[src/core/dsg_pkg.sv]
`default_nettype none
package dsg_pkg;
  // Register map, byte addresses within the system control space
  localparam logic [11:0] DSG_OFF_DEEP_GATE = 12'h124;
  localparam logic [11:0] DSG_OFF_RUN_GATE = 12'h104;
  localparam logic [11:0] DSG_OFF_SLEEP_GATE = 12'h114;
  localparam logic [11:0] DSG_OFF_RUN_CFG = 12'h060;
  // Reset values
  localparam logic [31:0] DSG_GATE_RESET = 32'h0000_0000;
  localparam logic [31:0] DSG_CFG_RESET = 32'h0000_0000;
  // Writable gate bits: comparators 26:24, counters 19:16, 12, 8, serial 4, 2:0
  localparam logic [31:0] DSG_GATE_MASK = 32'h070f_1117;
  localparam int DSG_POS_COMPARATOR0_GATE = 24;
  localparam int DSG_POS_GPC0 = 16;
  localparam int DSG_POS_TWO_WIRE = 12;
  localparam int DSG_POS_ENCODER = 8;
  localparam int DSG_POS_SYNC_SERIAL = 4;
  localparam int DSG_POS_ASYNC0 = 0;
  // Automatic gating select bit in the run configuration register
  localparam int DSG_POS_AUTO_GATING = 27;
  localparam logic [31:0] DSG_CFG_MASK = 32'h0800_0000;
  // Power modes from the core
  typedef enum logic [2:0] {
    DSG_MODE_RUN = 3'b001,
    DSG_MODE_SLEEP = 3'b010,
    DSG_MODE_DEEP = 3'b100
  } dsg_mode_e;
endpackage : dsg_pkg
`default_nettype wire

[src/core/dsg_gate_reg.sv]
`default_nettype none
// One masked read-write gate register; bits outside the mask stay zero
module dsg_gate_reg
  import dsg_pkg::*;
#(
  parameter logic [31:0] MASK = DSG_GATE_MASK,
  parameter logic [31:0] RESET = DSG_GATE_RESET
) (
  input wire logic clk,
  input wire logic rst,
  input wire logic wr_en,
  input wire logic [31:0] wr_data,
  input wire logic [3:0] byte_en,
  output logic [31:0] value
);
  logic [31:0] value_reg;
  logic [31:0] value_next;
  logic [31:0] lane_mask;

  // Byte lanes widen into a bit mask, then the reserved bits are cut away
  assign lane_mask = {{8{byte_en[3]}}, {8{byte_en[2]}}, {8{byte_en[1]}}, {8{byte_en[0]}}} & MASK;
  assign value_next = wr_en ? ((value_reg & ~lane_mask) | (wr_data & lane_mask)) : value_reg;
  assign value = value_reg;

  // Register storage
  always_ff @(posedge clk or posedge rst) begin
    if (rst) begin
      value_reg <= RESET;
    end else begin
      value_reg <= value_next;
    end
  end
endmodule : dsg_gate_reg
`default_nettype wire

[src/core/dsg_clock_gate.sv]
// Register access over Avalon-MM is this design's own decision.
`default_nettype none
module dsg_clock_gate
  import dsg_pkg::*;
(
  input wire logic clk,
  input wire logic rst,
  input wire logic [9:0] avs_address,
  input wire logic avs_read,
  input wire logic avs_write,
  input wire logic [31:0] avs_writedata,
  input wire logic [3:0] avs_byteenable,
  output logic [31:0] avs_readdata,
  output logic avs_waitrequest,
  output logic [1:0] avs_response,
  input wire logic [2:0] power_mode,
  input wire logic [31:0] unit_access,
  output logic [31:0] unit_clk_en,
  output logic [31:0] unit_bus_fault,
  output logic auto_gating_select
);
  logic done_reg;
  logic [31:0] rdata_reg;
  logic [1:0] resp_reg;
  logic [31:0] clk_en_reg;
  logic [31:0] fault_reg;
  logic [11:0] byte_addr;
  logic req;
  logic take;
  logic hit_run;
  logic hit_sleep;
  logic hit_deep;
  logic hit_cfg;
  logic hit_any;
  logic [31:0] run_gate;
  logic [31:0] sleep_gate;
  logic [31:0] deep_gate;
  logic [31:0] run_cfg;
  logic [31:0] rdata_next;
  logic [31:0] active_gate;
  logic [31:0] fault_next;

  // Word address decode; the bus addresses whole words
  assign byte_addr = {avs_address, 2'b00};
  assign req = (avs_read | avs_write) & ~done_reg;
  // Transfer is taken where waitrequest is low; writes land only at that edge, never during the stall
  assign take = (avs_read | avs_write) & ~avs_waitrequest;
  assign hit_deep = byte_addr == DSG_OFF_DEEP_GATE;
  assign hit_run = byte_addr == DSG_OFF_RUN_GATE;
  assign hit_sleep = byte_addr == DSG_OFF_SLEEP_GATE;
  assign hit_cfg = byte_addr == DSG_OFF_RUN_CFG;
  assign hit_any = hit_deep | hit_run | hit_sleep | hit_cfg;

  dsg_gate_reg #(.MASK(DSG_GATE_MASK), .RESET(DSG_GATE_RESET)) u_run (
    .clk(clk), .rst(rst), .wr_en(take & avs_write & hit_run),
    .wr_data(avs_writedata), .byte_en(avs_byteenable), .value(run_gate)
  );
  dsg_gate_reg #(.MASK(DSG_GATE_MASK), .RESET(DSG_GATE_RESET)) u_sleep (
    .clk(clk), .rst(rst), .wr_en(take & avs_write & hit_sleep),
    .wr_data(avs_writedata), .byte_en(avs_byteenable), .value(sleep_gate)
  );
  // Reserved bits masked off in the deep-sleep register
  dsg_gate_reg #(.MASK(DSG_GATE_MASK), .RESET(DSG_GATE_RESET)) u_deep (
    .clk(clk), .rst(rst), .wr_en(take & avs_write & hit_deep),
    .wr_data(avs_writedata), .byte_en(avs_byteenable), .value(deep_gate)
  );
  dsg_gate_reg #(.MASK(DSG_CFG_MASK), .RESET(DSG_CFG_RESET)) u_cfg (
    .clk(clk), .rst(rst), .wr_en(take & avs_write & hit_cfg),
    .wr_data(avs_writedata), .byte_en(avs_byteenable), .value(run_cfg)
  );
  assign auto_gating_select = run_cfg[DSG_POS_AUTO_GATING];

  // Read mux; unmapped words read zero
  assign rdata_next = hit_deep ? deep_gate : hit_run ? run_gate : hit_sleep ? sleep_gate : hit_cfg ? run_cfg : 32'h0;

  // Mode selection; the run register governs unless automatic gating is on in sleep or deep-sleep mode
  assign active_gate = !auto_gating_select ? run_gate :
                       (power_mode == DSG_MODE_DEEP) ? deep_gate :
                       (power_mode == DSG_MODE_SLEEP) ? sleep_gate : run_gate;
  // Access to an unclocked unit faults
  assign fault_next = unit_access & ~active_gate;

  // Bus answer one cycle after the request; waitrequest drops on that cycle
  assign avs_waitrequest = (avs_read | avs_write) & ~done_reg;
  assign avs_readdata = rdata_reg;
  assign avs_response = resp_reg;
  assign unit_clk_en = clk_en_reg;
  assign unit_bus_fault = fault_reg;

  // Bus slave state
  always_ff @(posedge clk or posedge rst) begin
    if (rst) begin
      done_reg <= 1'b0;
      rdata_reg <= 32'h0;
      resp_reg <= 2'b00;
    end else begin
      done_reg <= req;
      rdata_reg <= (req & avs_read) ? rdata_next : rdata_reg;
      resp_reg <= req ? (hit_any ? 2'b00 : 2'b11) : resp_reg;
    end
  end

  // Registered enables keep glitches off the gated clocks
  always_ff @(posedge clk or posedge rst) begin
    if (rst) begin
      clk_en_reg <= DSG_GATE_RESET;
      fault_reg <= 32'h0;
    end else begin
      clk_en_reg <= active_gate;
      fault_reg <= fault_next;
    end
  end

  property p_reset_zero;
    @(posedge clk) $fell(rst) |-> (deep_gate == DSG_GATE_RESET);
  endproperty
  a_reset_zero: assert property (p_reset_zero) else $error("deep gate not zero after reset");

  property p_reserved;
    @(posedge clk) disable iff (rst) (deep_gate & ~DSG_GATE_MASK) == 32'h0;
  endproperty
  a_reserved: assert property (p_reserved) else $error("reserved bit set");

  property p_fault;
    @(posedge clk) disable iff (rst) (unit_access & ~active_gate) != 32'h0 |=> unit_bus_fault != 32'h0;
  endproperty
  a_fault: assert property (p_fault) else $error("missing bus fault");

  property p_no_fault;
    @(posedge clk) disable iff (rst) (unit_access & ~active_gate) == 32'h0 |=> unit_bus_fault == 32'h0;
  endproperty
  a_no_fault: assert property (p_no_fault) else $error("spurious bus fault");

  property p_deep_use;
    @(posedge clk) disable iff (rst) (auto_gating_select && power_mode == DSG_MODE_DEEP)
      |=> unit_clk_en == $past(deep_gate);
  endproperty
  a_deep_use: assert property (p_deep_use) else $error("deep gate not applied");

  property p_run_use;
    @(posedge clk) disable iff (rst) !auto_gating_select |=> unit_clk_en == $past(run_gate);
  endproperty
  a_run_use: assert property (p_run_use) else $error("run gate not applied");

  property p_sleep_use;
    @(posedge clk) disable iff (rst) (auto_gating_select && power_mode == DSG_MODE_SLEEP)
      |=> unit_clk_en == $past(sleep_gate);
  endproperty
  a_sleep_use: assert property (p_sleep_use) else $error("sleep gate not applied");

  property p_write;
    @(posedge clk) disable iff (rst) (take && avs_write && hit_deep && avs_byteenable == 4'hf)
      |=> deep_gate == ($past(avs_writedata) & DSG_GATE_MASK);
  endproperty
  a_write: assert property (p_write) else $error("deep gate write lost");

  property p_comp_bits;
    @(posedge clk) disable iff (rst) (take && avs_write && hit_deep && avs_byteenable[3])
      |=> deep_gate[26:24] == $past(avs_writedata[26:24]);
  endproperty
  a_comp_bits: assert property (p_comp_bits) else $error("comparator bits wrong");

  property p_serial_bits;
    @(posedge clk) disable iff (rst) (take && avs_write && hit_deep && avs_byteenable[0])
      |=> deep_gate[2:0] == $past(avs_writedata[2:0]) && deep_gate[4] == $past(avs_writedata[4]);
  endproperty
  a_serial_bits: assert property (p_serial_bits) else $error("serial bits wrong");

  property p_counter_bits;
    @(posedge clk) disable iff (rst) (take && avs_write && hit_deep && avs_byteenable[2] && avs_byteenable[1])
      |=> deep_gate[19:16] == $past(avs_writedata[19:16]) && deep_gate[12] == $past(avs_writedata[12])
      && deep_gate[8] == $past(avs_writedata[8]);
  endproperty
  a_counter_bits: assert property (p_counter_bits) else $error("counter bits wrong");

  property p_wait;
    @(posedge clk) disable iff (rst) (avs_read || avs_write) |-> ##[0:1] !avs_waitrequest;
  endproperty
  a_wait: assert property (p_wait) else $error("waitrequest held too long");

  // Fault pattern matches the gated accesses bit for bit
  property p_fault_exact;
    @(posedge clk) disable iff (rst) (unit_access != 32'h0) |=> unit_bus_fault == $past(fault_next);
  endproperty
  a_fault_exact: assert property (p_fault_exact) else $error("bus fault pattern wrong");

  // A stalled request must not touch the deep register
  property p_stall_hold;
    @(posedge clk) disable iff (rst) avs_waitrequest |=> $stable(deep_gate);
  endproperty
  a_stall_hold: assert property (p_stall_hold) else $error("deep gate changed during a stall");

  // Deep register contents stand on the read data in the answer cycle
  property p_read_deep;
    @(posedge clk) disable iff (rst) (req && avs_read && hit_deep) |=> avs_readdata == $past(deep_gate);
  endproperty
  a_read_deep: assert property (p_read_deep) else $error("deep gate read data wrong");

  // Unmapped words answer with a decode error
  property p_decode_err;
    @(posedge clk) disable iff (rst) (req && !hit_any) |=> avs_response == 2'b11;
  endproperty
  a_decode_err: assert property (p_decode_err) else $error("unmapped word not refused");

  // Units leave reset unclocked and without faults
  property p_reset_units;
    @(posedge clk) $fell(rst) |-> (unit_clk_en == 32'h0) && (unit_bus_fault == 32'h0);
  endproperty
  a_reset_units: assert property (p_reset_units) else $error("units not idle after reset");
endmodule : dsg_clock_gate
`default_nettype wire

[config.mk]
export PLATFORM = sky130hd
export DESIGN_NAME = dsg_clock_gate
export DESIGN_NICKNAME = d
export VERILOG_FILES = /design/src/core/dsg_pkg.sv /design/src/core/dsg_gate_reg.sv /design/src/core/dsg_clock_gate.sv
export SDC_FILE = /design/constraint.sdc
export NUM_CORES = 1
export LEC_CHECK = 0
export BUFFER_PORTS_ARGS = -buffer_cell sky130_fd_sc_hd__buf_2
export CAP_MARGIN = 20
export CORE_ASPECT_RATIO = 0.75
export CORE_MARGIN = 4
export CORE_UTILIZATION = 48
export DETAILED_ROUTE_END_ITERATION = 8
export PLACE_DENSITY = 0.79
export SETUP_SLACK_MARGIN = 0.4
export SLEW_MARGIN = 20
export SYNTH_ARGS = -nofsm -noshare
export SYNTH_HDL_FRONTEND = slang
export SYNTH_SLANG_ARGS = --single-unit
[constraint.sdc]
create_clock -name clk -period 3.8 [get_ports clk]
set_clock_uncertainty 0.05 [all_clocks]
set_input_delay 0.76 -clock clk [delete_from_list [all_inputs] [get_ports clk]]
set_output_delay 0.76 -clock clk [all_outputs]
set_load 0.03 [all_outputs]
==> results.txt <==
The footprint of the multi-input gates is 0.00201 mm². Across the VDD grid, the largest voltage drop is 0.262 mV. The cell area after synthesis is 0.00485 mm². The die outline area came out at 0.0118 mm². The final number of hold-violating endpoints was 0. The floorplan core area is 0.00977 mm². The number of clock buffers inserted by TritonCTS came out at 9.

The final-stage net count came out at 592. The startpoint of the most critical setup path is avs_address[3]. The part of the Yosys area used for sequential elements came out at 0.521. For this run, the leading register cell type out of synthesis is dfrtp_1.

The critical path start-end classification is in2reg. The power density normalized to cell area came out at 386 mW/mm². The area growth from synthesis to layout is 18.2%. The worst-case headroom to the max-slew limit is 0.329.

By count the netlist is led by dfrtp_1 (101), mux2_2 (40), buf_4 (39). Measured along the y axis, the die boundary spans 95.1 µm. For this block, the via count after detailed routing is 3364.

STA classifies the critical path endpoint as a flop. The number of violations reported at the end of detailed-routing iteration 0 came out at 125. The worst-case hold slack is 0.346 ns. The total count of max-transition violations in the final report is 0. Post-CTS repair changed the size of 0 cells.

The remaining antenna violation count after routing is 0. Data arrives at the worst endpoint at 2.70 ns. Across all register-to-register paths, the minimum setup slack is 1.51 ns. The flip-flop and latch count after synthesis is 101. The number of maximum-capacitance violations came out at 0.

The number of H-tree levels is 3. The path class of the tightest hold or removal check is in2async. The count of endpoints failing setup in the final report came out at 0.

The yosys synthesis warning count is 0. 0 antenna diodes ended up in the layout. Dividing the final minimum period by the clock period gives 0.660. In this run the static leakage power is 2.90 nW. The post-synthesis area per instance is 12.6 µm². The final global-route overflow total is 0. For this configuration, the core starts out at a cell density of 0.497. Counting flops with a built-in enable in the synthesized netlist gives 0. The logic depth of the worst register-to-register path is 3. Row generation in the floorplan step produced 31 rows.

The number of detailed-routing iterations run before antenna repair came out at 4. Across every metal layer, demand over resource in global routing totals 0.198. The number of different library cells used by synthesis comes to 37. The maximum clock path buffer count is 2. The HPWL after detailed placement is 8190 µm. The routability-driven placement congestion ratio came out at 0.791. The total of fill cells in the finished design is 832.

The via count of the first global-routing pass is 3359. The endpoint required time on the critical path came out at 3.99 ns. The run finished with clean final reports. Post-CTS timing repair inserted 0 buffers for setup.

The transition at the pin with the smallest max-transition slack is 1.00 ns. The library cell with the highest instance count after synthesis is dfrtp_1. The total negative setup slack came out at 0 ns. The total DRC errors in the routed layout is 0.

The number of top-level pins is 185. The hold buffer count at CTS came out at 0. The clock latency on the worst-skew pair came out at 0.35 ns. In the routed layout, each cell is associated on average with a via count of 5.23. The proportion of layout cells with a drive suffix above 1 is 0.427. The gate count after technology mapping is 386.

The critical register-to-register path endpoint is avs_readdata[25]. Ranked by total cell area, the synthesized netlist is headed by dfrtp_1 (52%), mux2_2 (9.3%), buf_4 (6.0%). Setup repair after global routing left no endpoint under its margin. The time the worst path needs with I/O delays and setup came out at 2.51 ns. The average wire length per cell after detail routing is 17.7 µm. The die boundary width is 124 µm. STA classifies the critical path startpoint as an input port.

The tree is rooted in a clkbuf_16. The total wire length is 11400 µm. The count of buffers inserted at the top-level ports is 129. The fraction of registers with async set or reset after synthesis is 1.00.

The pin count of the biggest net entering global routing is 52. The number of antenna violations at the first check in global routing is 0. TritonCTS built the clock tree. The share of synthesized area in the top cell type comes to 0.521. Clock-pin slew was measured on the worst setup and hold paths at 0.07 ns. The sink count of the clock tree came out at 101. The worst register-to-register path begins at done_reg. The area occupied by registers came out at 0.00253 mm². The wire length of the first global-routing pass is 17700 µm.

Of all cell types, the one taking the most synthesized area is dfrtp_1. The fmax came out at 399 MHz. The maximum fanout along the worst path is 20.
-- cell families after synthesis --
| logic type | count (synthesis) | synth area share |
|---|---|---|
| mux | 53 | 0.120 |
| flops | 101 | 0.521 |
| compound gates | 69 | 0.104 |
| simple gates | 88 | 0.162 |
| other cells | 1 | 0.000773 |
| buf+inv | 74 | 0.0928 |
-- worst min path at each step --
stage	slack [ns]	depth (start not counted)	start	end
2_1_floorplan	0.45	1	flop	flop
3_3_place_gp	0.44	1	avs_readdata[0]	avs_readdata[0]
3_5_place_dp	0.43	2	avs_readdata[27]	avs_readdata[27]
4_1_cts	0.46	1	avs_readdata[16]	avs_readdata[16]
5_1_grt	0.37	2	rst	unit_bus_fault[7]
6_report	0.35	2	rst	unit_bus_fault[7]
-- power breakdown --
part | internal [mW] | switching (mW)
registers | 1.09 | 0.00733
clock network | 0.450 | 0.408
logic | 0.0645 | 0.190
total | 1.61 | 0.605
-- worst max-delay path, stage by stage --
cell and delay [ns]:
buf_2 0.29, or4b_1 0.76, nor4_4 0.48, mux2_2 0.39
-- metrics by stage --
stage / setup WS [ns] / total power, mW / util / std cells / cell area (µm²)
after floorplan: 1.38 / 1.32 / - / 422 / 4990
after global placement: 0.983 / 1.37 / 0.557 / 627 / 5440
after detailed placement: 0.947 / 1.38 / 0.557 / 627 / 5440
after CTS: 1.31 / 2.23 / 0.585 / 642 / 5720
after global routing: 1.24 / 2.31 / 0.587 / 643 / 5740
final: 1.29 / 2.22 / 0.587 / 643 / 5740
-- cell usage in the layout (no fill, tap or decap), types with 2 or more instances in the layout --
| cell | instances |
|---|---|
| nor4_4 | 10 |
| dfrtp_1 | 101 |
| or4_4 | 2 |
| nand4bb_1 | 3 |
| a22o_1 | 13 |
| inv_1 | 14 |
| nand4_1 | 4 |
| a31oi_1 | 14 |
| buf_12 | 2 |
| or2_2 | 13 |
| nor4_2 | 3 |
| and3_1 | 13 |
| o21bai_1 | 13 |
| clkinvlp_4 | 2 |
| nor2_1 | 3 |
| nor2b_1 | 14 |
| inv_6 | 4 |
| or4bb_1 | 2 |
| nor4b_1 | 13 |
| clkbuf_16 | 9 |
| nand2b_1 | 2 |
| conb_1 | 37 |
| buf_4 | 2 |
| o2bb2ai_1 | 13 |
| o21ai_0 | 13 |
| mux2_2 | 40 |
| buf_2 | 129 |
| mux2i_1 | 13 |
-- final cells by class --
| cell class | count | share of cell area |
|---|---|---|
| inverter | 15 | 0.0105 |
| timing repair buffer | 133 | 0.122 |
| sequential | 101 | 0.441 |
| clock buffer | 10 | 0.0399 |
| clock inverter | 5 | 0.00742 |
| tap | 132 | 0.0288 |
| multi-input combinational | 247 | 0.351 |
-- per-layer routing --
| metal | part of all wire | global-route usage | wire length, µm |
|---|---|---|---|
| met4 | 0.012 | 0.0565 | 140 |
| met1 | 0.44 | 0.272 | 5050 |
| met2 | 0.47 | 0.313 | 5370 |
| met5 | 0 | 0 | 0 |
| met3 | 0.071 | 0.0504 | 807 |
Power figures use the tool's default switching activity.
